<file path="src/logic/alu_skip_pkg.sv">
// constants, types and register map for the skip and table datapath
// How it works
// - rotate left through carry to memory, carry in bit 0, bit 7 to carry
// - same nine-bit left rotation to accumulator only, carry updated, memory kept
// - plain right rotate to memory, bit 0 wraps to bit 7, no flags
// - plain right rotate to accumulator only, memory and flags kept
// - rotate right through carry to memory, carry to bit 7, bit 0 to carry
// - same nine-bit right rotation to accumulator only, memory kept
// - subtract with borrow: acc plus inverted operand plus carry, four flags
// - subtract: acc plus inverted operand plus one, to acc or memory
// - subtract immediate: acc plus inverted immediate plus one into acc
// - decrement to memory, skip next when result is zero, no flags
// - decrement to accumulator, memory kept, skip when zero, no flags
// - taken skip discards prefetched word with a dummy cycle, two cycles
// - test memory byte for zero, skip when zero, nothing modified
// - copy memory byte to accumulator, skip when copied value is zero
// - test one selected memory bit, skip when it is zero
// - nibble exchange to memory or accumulator only, flags kept
// - table read in current page: low byte to memory, high byte latched
// - table read in last page: low byte to memory, high byte latched
// - exclusive-or with memory or immediate, only zero flag updated
package alu_skip_pkg;
    localparam int DATA_W = 8;
    localparam int ROM_W = 16;
    localparam int ROM_AW = 13;
    localparam int PTR_W = 8;
    localparam int PAGE_W = ROM_AW - PTR_W;
    localparam int PADDR_W = 12;
    localparam int IDX_W = 3;

    // register byte offsets
    localparam logic [PADDR_W-1:0] ADDR_CMD = 12'h000;
    localparam logic [PADDR_W-1:0] ADDR_ACC = 12'h004;
    localparam logic [PADDR_W-1:0] ADDR_FLAGS = 12'h008;
    localparam logic [PADDR_W-1:0] ADDR_PTR = 12'h00c;
    localparam logic [PADDR_W-1:0] ADDR_HIGH = 12'h010;
    localparam logic [PADDR_W-1:0] ADDR_IMM = 12'h014;
    localparam logic [PADDR_W-1:0] ADDR_STAT = 12'h018;
    localparam logic [PADDR_W-1:0] ADDR_PAGE = 12'h01c;
    localparam logic [PADDR_W-1:0] ADDR_MEM = 12'h040;

    localparam logic [DATA_W-1:0] BYTE_ZERO = 8'h00;
    localparam logic [DATA_W-1:0] BYTE_ONE = 8'h01;
    localparam logic [PAGE_W-1:0] LAST_PAGE = 5'h1f;
    localparam logic [1:0] CYC_PLAIN = 2'h1;
    localparam logic [1:0] CYC_SKIP = 2'h2;

    typedef enum logic [4:0] {
        rotate_left_thru_carry = 5'h00,
        rotate_left_thru_carry_to_acc = 5'h01,
        rotate_right_plain = 5'h02,
        rotate_right_to_acc = 5'h03,
        rotate_right_thru_carry = 5'h04,
        rotate_right_thru_carry_to_acc = 5'h05,
        subtract_with_borrow = 5'h06,
        subtract_with_borrow_to_mem = 5'h07,
        subtract_from_acc = 5'h08,
        subtract_to_mem = 5'h09,
        subtract_immediate = 5'h0a,
        decrement_skip_zero = 5'h0b,
        decrement_skip_zero_to_acc = 5'h0c,
        test_skip_zero = 5'h0d,
        move_test_skip_zero = 5'h0e,
        bit_test_skip_zero = 5'h0f,
        nibble_exchange = 5'h10,
        nibble_exchange_to_acc = 5'h11,
        table_read_current_page = 5'h12,
        table_read_last_page = 5'h13,
        exclusive_or = 5'h14,
        exclusive_or_to_mem = 5'h15,
        exclusive_or_immediate = 5'h16
    } op_t;

    // command word: op in [4:0], bit select in [10:8], memory index in [18:16]
    typedef struct packed {
        logic [12:0] unused_hi;
        logic [IDX_W-1:0] idx;
        logic [4:0] unused_mid;
        logic [2:0] bit_sel;
        logic [2:0] unused_lo;
        logic [4:0] op;
    } cmd_t;

    // flag register: bit 0 carry, 1 nibble carry, 2 zero, 3 signed excess
    typedef struct packed {
        logic signed_excess_flag;
        logic zero_flag;
        logic nibble_carry_flag;
        logic carry_flag;
    } flags_t;

    typedef enum logic [1:0] {
        ST_IDLE = 2'b00,
        ST_ROM_REQ = 2'b01,
        ST_EXEC = 2'b10,
        ST_DUMMY = 2'b11
    } state_t;
endpackage

</file>
<file path="src/logic/mcu_alu_skip_table_ops.sv">
// datapath for rotates, subtracts, skips, nibble swap, table reads and xor
`timescale 1ns/10ps
module mcu_alu_skip_table_ops
    import alu_skip_pkg::*;
#(
    parameter int MEM_DEPTH = 8
) (
    input wire logic pclk,
    input wire logic presetn,
    input wire logic psel,
    input wire logic penable,
    input wire logic pwrite,
    input wire logic [PADDR_W-1:0] paddr,
    input wire logic [31:0] pwdata,
    output logic [31:0] prdata,
    output logic pready,
    output logic pslverr,
    output logic [ROM_AW-1:0] rom_addr,
    output logic rom_rd,
    input wire logic [ROM_W-1:0] rom_data,
    output logic discard_next
);
    state_t state_q, state_d;
    cmd_t cmd_q;
    flags_t flags_q, alu_flags;
    logic [DATA_W-1:0] acc_q, imm_q, table_pointer_reg_q, table_high_latch_q;
    logic [PAGE_W-1:0] page_q;
    logic [DATA_W-1:0] mem_q [MEM_DEPTH];
    logic [1:0] last_cycles_q;
    logic skip_seen_q;
    logic [31:0] prdata_q;
    logic pready_q, pslverr_q;
    logic [ROM_AW-1:0] rom_addr_q;
    logic rom_rd_q, discard_q;

    // apb decode, setup phase
    wire setup = psel && !penable && !pready_q;
    wire commit = psel && penable && pready_q;
    wire wr_commit = commit && pwrite && !pslverr_q;
    wire in_mem = (paddr >= ADDR_MEM) && (paddr < ADDR_MEM + 12'(MEM_DEPTH * 4));
    wire [PADDR_W-1:0] mem_off = paddr - ADDR_MEM;
    wire [IDX_W-1:0] bus_idx = mem_off[IDX_W+1:2];
    wire aligned = (paddr[1:0] == 2'h0);
    wire busy = (state_q != ST_IDLE);
    wire hit_cmd = (paddr == ADDR_CMD);
    wire hit_acc = (paddr == ADDR_ACC);
    wire hit_flags = (paddr == ADDR_FLAGS);
    wire hit_ptr = (paddr == ADDR_PTR);
    wire hit_high = (paddr == ADDR_HIGH);
    wire hit_imm = (paddr == ADDR_IMM);
    wire hit_stat = (paddr == ADDR_STAT);
    wire hit_page = (paddr == ADDR_PAGE);
    wire hit_any = aligned && (hit_cmd || hit_acc || hit_flags || hit_ptr || hit_high ||
                               hit_imm || hit_stat || hit_page || in_mem);
    // the high byte and status registers refuse writes; command refused while busy
    // so a running op never sees its operand selection change under it
    wire bad_wr = pwrite && (hit_high || hit_stat || (hit_cmd && busy));
    wire err_d = !hit_any || bad_wr;

    // read mux, sampled in the setup cycle so data stands through access
    // misaligned reads answer zero so no stray lane leaks out
    logic [31:0] rd_mux;
    always_comb begin
        rd_mux = 32'h0000_0000;
        if (hit_acc) rd_mux = {24'h00_0000, acc_q};
        if (hit_flags) rd_mux = {28'h000_0000, flags_q};
        if (hit_ptr) rd_mux = {24'h00_0000, table_pointer_reg_q};
        if (hit_high) rd_mux = {24'h00_0000, table_high_latch_q};
        if (hit_imm) rd_mux = {24'h00_0000, imm_q};
        if (hit_cmd) rd_mux = 32'(cmd_q);
        if (hit_page) rd_mux = {27'h000_0000, page_q};
        if (hit_stat) rd_mux = {26'h000_0000, last_cycles_q, 2'h0, skip_seen_q, busy};
        if (in_mem) rd_mux = {24'h00_0000, mem_q[bus_idx]};
        if (!aligned) rd_mux = 32'h0000_0000;
    end

    // operand fetch
    op_t op;
    assign op = op_t'(cmd_q.op);
    wire [DATA_W-1:0] m = mem_q[cmd_q.idx];
    wire c_in = flags_q.carry_flag;
    wire [DATA_W-1:0] rom_lo = rom_data[DATA_W-1:0];
    wire [DATA_W-1:0] rom_hi = rom_data[ROM_W-1:DATA_W];

    // four-bit slice of the subtract adder, carry out in bit 4
    function automatic logic [4:0] nib_add(input logic [3:0] a, input logic [3:0] b,
                                           input logic ci);
        nib_add = {1'b0, a} + {1'b0, b} + {4'h0, ci};
    endfunction

    // zero test shared by the byte-zero skips (not the bit test) and the zero flag
    function automatic logic is_zero(input logic [DATA_W-1:0] v);
        is_zero = (v == BYTE_ZERO);
    endfunction

    // one adder serves every subtract form: acc + ~operand + carry-in
    // split in nibbles so the nibble carry falls out without a second adder
    wire is_imm_sub = (op == subtract_immediate);
    wire is_borrow = (op == subtract_with_borrow) || (op == subtract_with_borrow_to_mem);
    wire [DATA_W-1:0] sub_b = ~(is_imm_sub ? imm_q : m);
    wire sub_cin = is_borrow ? c_in : 1'b1;
    wire [4:0] lo_sum = nib_add(acc_q[3:0], sub_b[3:0], sub_cin);
    wire [4:0] hi_sum = nib_add(acc_q[7:4], sub_b[7:4], lo_sum[4]);
    wire [DATA_W-1:0] sub_res = {hi_sum[3:0], lo_sum[3:0]};
    wire sub_ovf = (acc_q[7] == sub_b[7]) && (sub_res[7] != acc_q[7]);

    // rotate, decrement, swap and xor results
    wire [DATA_W-1:0] rotl_c_res = {m[6:0], c_in};
    wire [DATA_W-1:0] rotr_res = {m[0], m[7:1]};
    wire [DATA_W-1:0] rotr_c_res = {c_in, m[7:1]};
    wire [DATA_W-1:0] dec_res = m - BYTE_ONE;
    wire [DATA_W-1:0] swp_res = {m[3:0], m[7:4]};
    wire is_xor_imm = (op == exclusive_or_immediate);
    wire [DATA_W-1:0] xor_res = acc_q ^ (is_xor_imm ? imm_q : m);

    // per-op result, destination and skip selection
    logic [DATA_W-1:0] res;
    logic to_mem, to_acc, skip;
    always_comb begin
        res = BYTE_ZERO;
        to_mem = 1'b0;
        to_acc = 1'b0;
        skip = 1'b0;
        alu_flags = flags_q;
        unique case (op)
            rotate_left_thru_carry: begin
                res = rotl_c_res;
                to_mem = 1'b1;
                alu_flags.carry_flag = m[7];
            end
            rotate_left_thru_carry_to_acc: begin
                res = rotl_c_res;
                to_acc = 1'b1;
                alu_flags.carry_flag = m[7];
            end
            rotate_right_plain: begin
                res = rotr_res;
                to_mem = 1'b1;
            end
            rotate_right_to_acc: begin
                res = rotr_res;
                to_acc = 1'b1;
            end
            rotate_right_thru_carry: begin
                res = rotr_c_res;
                to_mem = 1'b1;
                alu_flags.carry_flag = m[0];
            end
            rotate_right_thru_carry_to_acc: begin
                res = rotr_c_res;
                to_acc = 1'b1;
                alu_flags.carry_flag = m[0];
            end
            subtract_with_borrow, subtract_from_acc, subtract_immediate,
            subtract_with_borrow_to_mem, subtract_to_mem: begin
                res = sub_res;
                to_mem = (op == subtract_with_borrow_to_mem) || (op == subtract_to_mem);
                to_acc = !to_mem;
                alu_flags.carry_flag = hi_sum[4];
                alu_flags.nibble_carry_flag = lo_sum[4];
                alu_flags.zero_flag = is_zero(sub_res);
                alu_flags.signed_excess_flag = sub_ovf;
            end
            decrement_skip_zero: begin
                res = dec_res;
                to_mem = 1'b1;
                skip = is_zero(dec_res);
            end
            decrement_skip_zero_to_acc: begin
                res = dec_res;
                to_acc = 1'b1;
                skip = is_zero(dec_res);
            end
            test_skip_zero: begin
                skip = is_zero(m);
            end
            move_test_skip_zero: begin
                res = m;
                to_acc = 1'b1;
                skip = is_zero(m);
            end
            bit_test_skip_zero: begin
                skip = !m[cmd_q.bit_sel];
            end
            nibble_exchange: begin
                res = swp_res;
                to_mem = 1'b1;
            end
            nibble_exchange_to_acc: begin
                res = swp_res;
                to_acc = 1'b1;
            end
            table_read_current_page, table_read_last_page: begin
                res = rom_lo;
                to_mem = 1'b1;
            end
            exclusive_or, exclusive_or_immediate, exclusive_or_to_mem: begin
                res = xor_res;
                to_mem = (op == exclusive_or_to_mem);
                to_acc = !to_mem;
                alu_flags.zero_flag = is_zero(xor_res);
            end
            default: begin
                res = BYTE_ZERO; // unknown op code does nothing
            end
        endcase
    end

    // table ops are the only ones that wait a cycle for the program store
    function automatic logic is_table(input logic [4:0] code);
        is_table = (code == table_read_current_page) || (code == table_read_last_page);
    endfunction

    // sequencing: start on command write, table ops wait one rom cycle
    cmd_t new_cmd;
    assign new_cmd = cmd_t'(pwdata);
    wire start = wr_commit && hit_cmd;
    wire new_is_table = is_table(new_cmd.op);
    wire new_last = (new_cmd.op == table_read_last_page);
    wire exec = (state_q == ST_EXEC);
    wire exec_tbl = exec && is_table(op);
    wire [PAGE_W-1:0] rd_page = new_last ? LAST_PAGE : page_q;

    always_comb begin
        state_d = state_q;
        unique case (state_q)
            ST_IDLE: if (start) state_d = new_is_table ? ST_ROM_REQ : ST_EXEC;
            ST_ROM_REQ: state_d = ST_EXEC;
            ST_EXEC: state_d = skip ? ST_DUMMY : ST_IDLE;
            ST_DUMMY: state_d = ST_IDLE;
        endcase
    end

    // state register
    always_ff @(posedge pclk or negedge presetn) begin
        if (!presetn) begin
            state_q <= ST_IDLE;
        end else begin
            state_q <= state_d;
        end
    end

    // bus answer: zero wait states, read data captured in the setup cycle
    // so the value read is the one that stood when the request was made
    always_ff @(posedge pclk or negedge presetn) begin
        if (!presetn) begin
            pready_q <= 1'b0;
            pslverr_q <= 1'b0;
            prdata_q <= 32'h0000_0000;
        end else begin
            pready_q <= setup; // zero wait states
            pslverr_q <= setup ? err_d : 1'b0;
            if (setup) prdata_q <= rd_mux;
        end
    end

    // program store request; the address stays put until the next table op
    always_ff @(posedge pclk or negedge presetn) begin
        if (!presetn) begin
            rom_rd_q <= 1'b0;
            rom_addr_q <= 13'h0000;
        end else begin
            rom_rd_q <= start && new_is_table;
            if (start && new_is_table) rom_addr_q <= {rd_page, table_pointer_reg_q};
        end
    end

    // one-cycle discard strobe marks the dummy cycle of a taken skip
    always_ff @(posedge pclk or negedge presetn) begin
        if (!presetn) begin
            discard_q <= 1'b0;
        end else begin
            discard_q <= exec && skip;
        end
    end

    // command latch, held for the whole op so its operands stay selected
    always_ff @(posedge pclk or negedge presetn) begin
        if (!presetn) begin
            cmd_q <= '0;
        end else if (start) begin
            cmd_q <= new_cmd;
        end
    end

    // immediate operand, software owned
    always_ff @(posedge pclk or negedge presetn) begin
        if (!presetn) begin
            imm_q <= BYTE_ZERO;
        end else if (wr_commit && hit_imm) begin
            imm_q <= pwdata[DATA_W-1:0];
        end
    end

    // table pointer, software owned
    always_ff @(posedge pclk or negedge presetn) begin
        if (!presetn) begin
            table_pointer_reg_q <= BYTE_ZERO;
        end else if (wr_commit && hit_ptr) begin
            table_pointer_reg_q <= pwdata[DATA_W-1:0];
        end
    end

    // current code page, only read when a table op starts
    always_ff @(posedge pclk or negedge presetn) begin
        if (!presetn) begin
            page_q <= 5'h00;
        end else if (wr_commit && hit_page) begin
            page_q <= pwdata[PAGE_W-1:0];
        end
    end

    // accumulator; the executing op wins over a same-cycle bus write
    always_ff @(posedge pclk or negedge presetn) begin
        if (!presetn) begin
            acc_q <= BYTE_ZERO;
        end else if (exec && to_acc) begin
            acc_q <= res;
        end else if (wr_commit && hit_acc) begin
            acc_q <= pwdata[DATA_W-1:0];
        end
    end

    // flags; the executing op wins over a same-cycle bus write
    always_ff @(posedge pclk or negedge presetn) begin
        if (!presetn) begin
            flags_q <= '0;
        end else if (exec) begin
            flags_q <= alu_flags;
        end else if (wr_commit && hit_flags) begin
            flags_q <= flags_t'(pwdata[3:0]);
        end
    end

    // high byte of the fetched program word
    always_ff @(posedge pclk or negedge presetn) begin
        if (!presetn) begin
            table_high_latch_q <= BYTE_ZERO;
        end else if (exec_tbl) begin
            table_high_latch_q <= rom_hi;
        end
    end

    // status of the last op, kept for software to read back
    always_ff @(posedge pclk or negedge presetn) begin
        if (!presetn) begin
            last_cycles_q <= 2'h0;
            skip_seen_q <= 1'b0;
        end else if (exec) begin
            last_cycles_q <= skip ? CYC_SKIP : CYC_PLAIN;
            skip_seen_q <= skip;
        end
    end

    // data memory in flip-flops; the executing op owns its own location
    // a bus write to the word an op updates in that same cycle is lost
    always_ff @(posedge pclk or negedge presetn) begin
        if (!presetn) begin
            for (int i = 0; i < MEM_DEPTH; i++) mem_q[i] <= BYTE_ZERO;
        end else begin
            for (int i = 0; i < MEM_DEPTH; i++) begin
                if (exec && to_mem && (cmd_q.idx == IDX_W'(i))) mem_q[i] <= res;
                else if (wr_commit && in_mem && (bus_idx == IDX_W'(i)))
                    mem_q[i] <= pwdata[DATA_W-1:0];
            end
        end
    end

    assign prdata = prdata_q;
    assign pready = pready_q;
    assign pslverr = pslverr_q;
    assign rom_addr = rom_addr_q;
    assign rom_rd = rom_rd_q;
    assign discard_next = discard_q;
endmodule

</file>
<file path="config.mk">
export PLATFORM = sky130hd
export DESIGN_NAME = mcu_alu_skip_table_ops
export DESIGN_NICKNAME = d
export VERILOG_FILES = /design/src/logic/alu_skip_pkg.sv /design/src/logic/mcu_alu_skip_table_ops.sv
export SDC_FILE = /design/constraint.sdc
export NUM_CORES = 1
export LEC_CHECK = 0
export BUFFER_PORTS_ARGS = -buffer_cell sky130_fd_sc_hd__buf_2
export CORE_MARGIN = 3
export CORE_UTILIZATION = 35
export DETAILED_ROUTE_END_ITERATION = 12
export GPL_TIMING_DRIVEN = 0
export REMOVE_ABC_BUFFERS = 1
export SLEW_MARGIN = 10
export SYNTH_ARGS = -nofsm -noshare
export SYNTH_HDL_FRONTEND = slang
export SYNTH_SLANG_ARGS = --single-unit
</file>
<file path="constraint.sdc">
create_clock -name pclk -period 4.25 [get_ports pclk]
set_input_delay 0.85 -clock pclk [delete_from_list [all_inputs] [get_ports pclk]]
set_output_delay 0.85 -clock pclk [all_outputs]
set_load 0.005 [all_outputs]
</file>
==> flow_metrics.tcl <==
set metrics [dict create \
    core_um2 30910 \
    period_share 1.010 \
    worstPathMaxFanout 9 \
    power.leakage_nw 5.774 \
    synth_top_area_share 0.4283 \
    register_area_um2 4771 \
    ys_seq_area_frac 0.4283 \
    antenna_found_initial 2 \
    grt_pass1_wl_mm 54.88 \
    synthArstFlopShare 1.000 \
    via_per_inst 5.860 \
    avgSynthCellArea_um2 10.34 \
    path_clk_slew_ns 0.08 \
    critPathRequiredTime_ns 4.54 \
    slew_headroom 0.1258 \
    dr.pass1.iters 5 \
    hold_path_class "input port to async pin" \
    yosys_warnings 0 \
    clk_latency_ns 0.45 \
    slew_viol_final 0 \
    worstSetupPathType "register to register" \
    ys.flop_type "dfrtp_1" \
    crit_path_frequent_cell "fa_2" \
    nets 1252 \
    hpwlAfterDp_mm 24.22 \
    fp.dieH_um 184.1 \
    syn_area_um2 11100 \
    nFillCells 2957 \
    first_iter_violations 981 \
    grt_max_degree 107 \
    crit_path_max_incr_delay_ns 0.55 \
    via_count 9282 \
    outcome "finished with violations" \
    synth_edf_count 0 \
    period_minus_slack_ns 4.293 \
    gp_congestion 0.9282 \
    pin_count 114 \
    yosys-top-cells-area "dfrtp_1 43%, mux2_2 11%, nand2_1 4.4%" \
    crit_buf_inv 2 \
    initial_core_util 0.3592 \
    multiInputGateArea_um2 6186 \
    tightest_slew_ns 1.300 \
    place_inst 1520 \
    rows 64 \
    h-tree-depth 4 \
    worstSetupStartpointType "register" \
    ys_seq_elements 190 \
    ys_types 74 \
    setup_viol 19 \
    finClkSkew_ns 0.009065 \
    grt_overflow 0 \
    io_buffers 113 \
    grt_pass1_vias 9001 \
    failed_checks "setup timing" \
    root_buffer "clkbuf_16" \
    crit_arrival_ns 4.58 \
    syn_inst 1074 \
    ant_nets 0 \
    routed_wl_mm 35.99 \
    grt_usage 0.2132 \
    detail_route.wl_per_cell_um 22.72 \
    cts_tree "built" \
    yosys.area.top_type "dfrtp_1" \
    die_area_um2 33890 \
    rsz0062_at_grt "yes" \
    drcViolationCount 0 \
    finish.utilization 0.4231 \
    die_w_um 184.1 \
    hold_viol_final 0 \
    cp-end-kind "register" \
    max-clock-path-buffers 2 \
    final_cells 1584 \
    clock_sinks 190 \
    powerDensity_nw_per_um2 280.9 \
    syn_to_final_growth_pct 17.81 \
    crit_path_cell_trace "mux4_2 > mux2i_4 > nand2_1 > o21ai_2 > fa_2 > fa_2 > a21o_1 > a21oi_2 > fa_2 > inv_2 > fa_2 > a221oi_1 > o2111ai_2 > a31oi_4 > buf_12 > o21ai_0" \
    cpMaxStageDelayCell "dfrtp_4" \
    fmax_mhz 232.9 \
    layout-drive-gt1-share 0.3336 \
    final.setup.worst_slack_ns -0.04336 \
    peakVddDrop_mv 0.2109 \
    cts_inserted_buffers 17 \
    crit_family "adder cells" \
    maxCapViolations 0 \
]
-- report_power, final --
part | switching, mW | leakage, nW | internal, mW | total [mW]
Combinational | 0.125 | 3.08 | 0.0570 | 0.181
Sequential | 0.00815 | 2.40 | 1.81 | 1.82
Clock | 0.782 | 0.293 | 0.889 | 1.67
Total | 0.915 | 5.77 | 2.76 | 3.67
-- repair_timing --
| item | in CTS | in global routing |
|---|---|---|
| endpoints found under the setup margin | 77 | 30 |
| pin swaps | 8 | 17 |
| resized for setup | 35 | 12 |
| hold buffers | 0 | 0 |
| cloned | 1 | 1 |
| setup buffers | 17 | 12 |
-- sequential cells by signal (all words and copies together) (netlist names), 2 cells and up --
| signal | flops |
|---|---|
| flags_q | 3 |
| page_q | 5 |
| imm_q | 8 |
| table_high_latch_q | 8 |
| op | 5 |
| acc_q | 8 |
| rom_addr | 13 |
| mem_q | 64 |
| table_pointer_reg_q | 8 |
| cmd_q | 27 |
| last_cycles_q | 2 |
| prdata | 32 |
| state_q | 2 |
-- final timing paths --
| check | slack, ns | depth (start not counted) | end | startpoint |
|---|---|---|---|---|
| max in group asynchronous | 2.78 | 2 | op[2]$_DFFE_PN0P_ | presetn |
| worst min register to register | 0.48 | 2 | rom_addr[3]$_DFFE_PN0P_ | rom_addr[3]$_DFFE_PN0P_ |
| min in group pclk | 0.48 | 2 | rom_addr[3]$_DFFE_PN0P_ | rom_addr[3]$_DFFE_PN0P_ |
| worst max-delay path | -0.04 | 16 | acc_q[5]$_DFFE_PN0P_ | cmd_q[16]$_DFFE_PN0P_ |
| worst min-delay path | 0.40 | 1 | rom_addr[4]$_DFFE_PN0P_ | presetn |
| worst max register to register | -0.04 | 16 | acc_q[5]$_DFFE_PN0P_ | cmd_q[16]$_DFFE_PN0P_ |
-- area by class of cell --
class	instances	area share
multi-input cells	801	0.4730
flip-flops and latches	190	0.3648
repair buffers	150	0.07395
well taps	396	0.03788
clock buffers	17	0.03253
clock inverters	15	0.01368
inverters	14	0.004018
diodes	1	0.0001913
-- kinds of logic (layout without fill, tap and decap cells) --
logic type / count (synthesis) / count (layout) / synth area share
AOI/OAI and AO/OA: 285 / 286 / 0.1749
xor gates and xnor gates: 19 / 19 / 0.01499
adders and majority gates: 13 / 13 / 0.01736
buffers and inverters: 84 / 196 / 0.03280
DFF: 190 / 190 / 0.4283
muxes: 163 / 163 / 0.1932
other: 0 / 1 / 0
and+or+nand+nor: 320 / 320 / 0.1385
-- through the flow --
| step | worst slack (ns) | area (um^2) | setup TNS (ns) | hold slack, ns | power [mW] |
|---|---|---|---|---|---|
| after floorplan | -0.4397 | 10790 | -9.697 | 0.4467 | 1.900 |
| after global placement | -2.633 | 11850 | -332.25 | 0.4559 | 2.030 |
| after detailed placement | -1.545 | 12010 | -73.35 | 0.4615 | 2.036 |
| after CTS | -0.02761 | 12900 | -0.1146 | 0.4317 | 3.693 |
| after global routing | -0.1709 | 13080 | -3.384 | 0.4533 | 3.779 |
| final | -0.04336 | 13080 | -0.3106 | 0.4041 | 3.674 |
-- layout by cell type, fill, tap and decap left out, types with 29 or more instances in the layout --
cell,Yosys,final
mux2_2,113,113
nand2_1,129,128
dfrtp_1,190,183
nor2b_1,41,39
buf_2,9,112
a21oi_1,61,59
a211oi_1,36,36
a22o_1,29,29
o21ai_0,64,58
nor2_1,60,55
-- synthesized netlist by cell type (4+ instances only) --
| cell | instances |
|---|---|
| xnor2_1 | 9 |
| nand3_1 | 15 |
| o21ai_2 | 5 |
| mux2_1 | 4 |
| o32ai_1 | 5 |
| a222oi_1 | 4 |
| o21ai_0 | 64 |
| buf_2 | 9 |
| ha_1 | 9 |
| mux2i_1 | 17 |
| fa_1 | 4 |
| inv_1 | 10 |
| clkbuf_1 | 47 |
| dfrtp_1 | 190 |
| mux2_2 | 113 |
| nand4_1 | 7 |
| or3_1 | 5 |
| nand2b_1 | 10 |
| o22ai_1 | 16 |
| mux2i_4 | 4 |
| a21o_1 | 4 |
| mux4_2 | 21 |
| nand2_1 | 129 |
| a211oi_1 | 36 |
| nor3_2 | 4 |
| buf_1 | 9 |
| nor2_1 | 60 |
| nand3b_1 | 4 |
| nor3_1 | 18 |
| a21oi_2 | 6 |
| a22oi_1 | 11 |
| nor4_1 | 5 |
| xor2_1 | 10 |
| a21oi_1 | 61 |
| o21ai_1 | 13 |
| nor2b_1 | 41 |
| a22o_1 | 29 |
| and3_1 | 4 |
-- metal layers --
metal / track usage / wire (um) / up-vias
li1: - / - / 4194
met5: 0 / 26 / -
met1: 0.2897 / 15170 / 4558
met2: 0.3383 / 16510 / 444
met3: 0.04322 / 3048 / 82
met4: 0.07953 / 1232 / 4
Note: power is estimated with default switching activity, not from simulation.
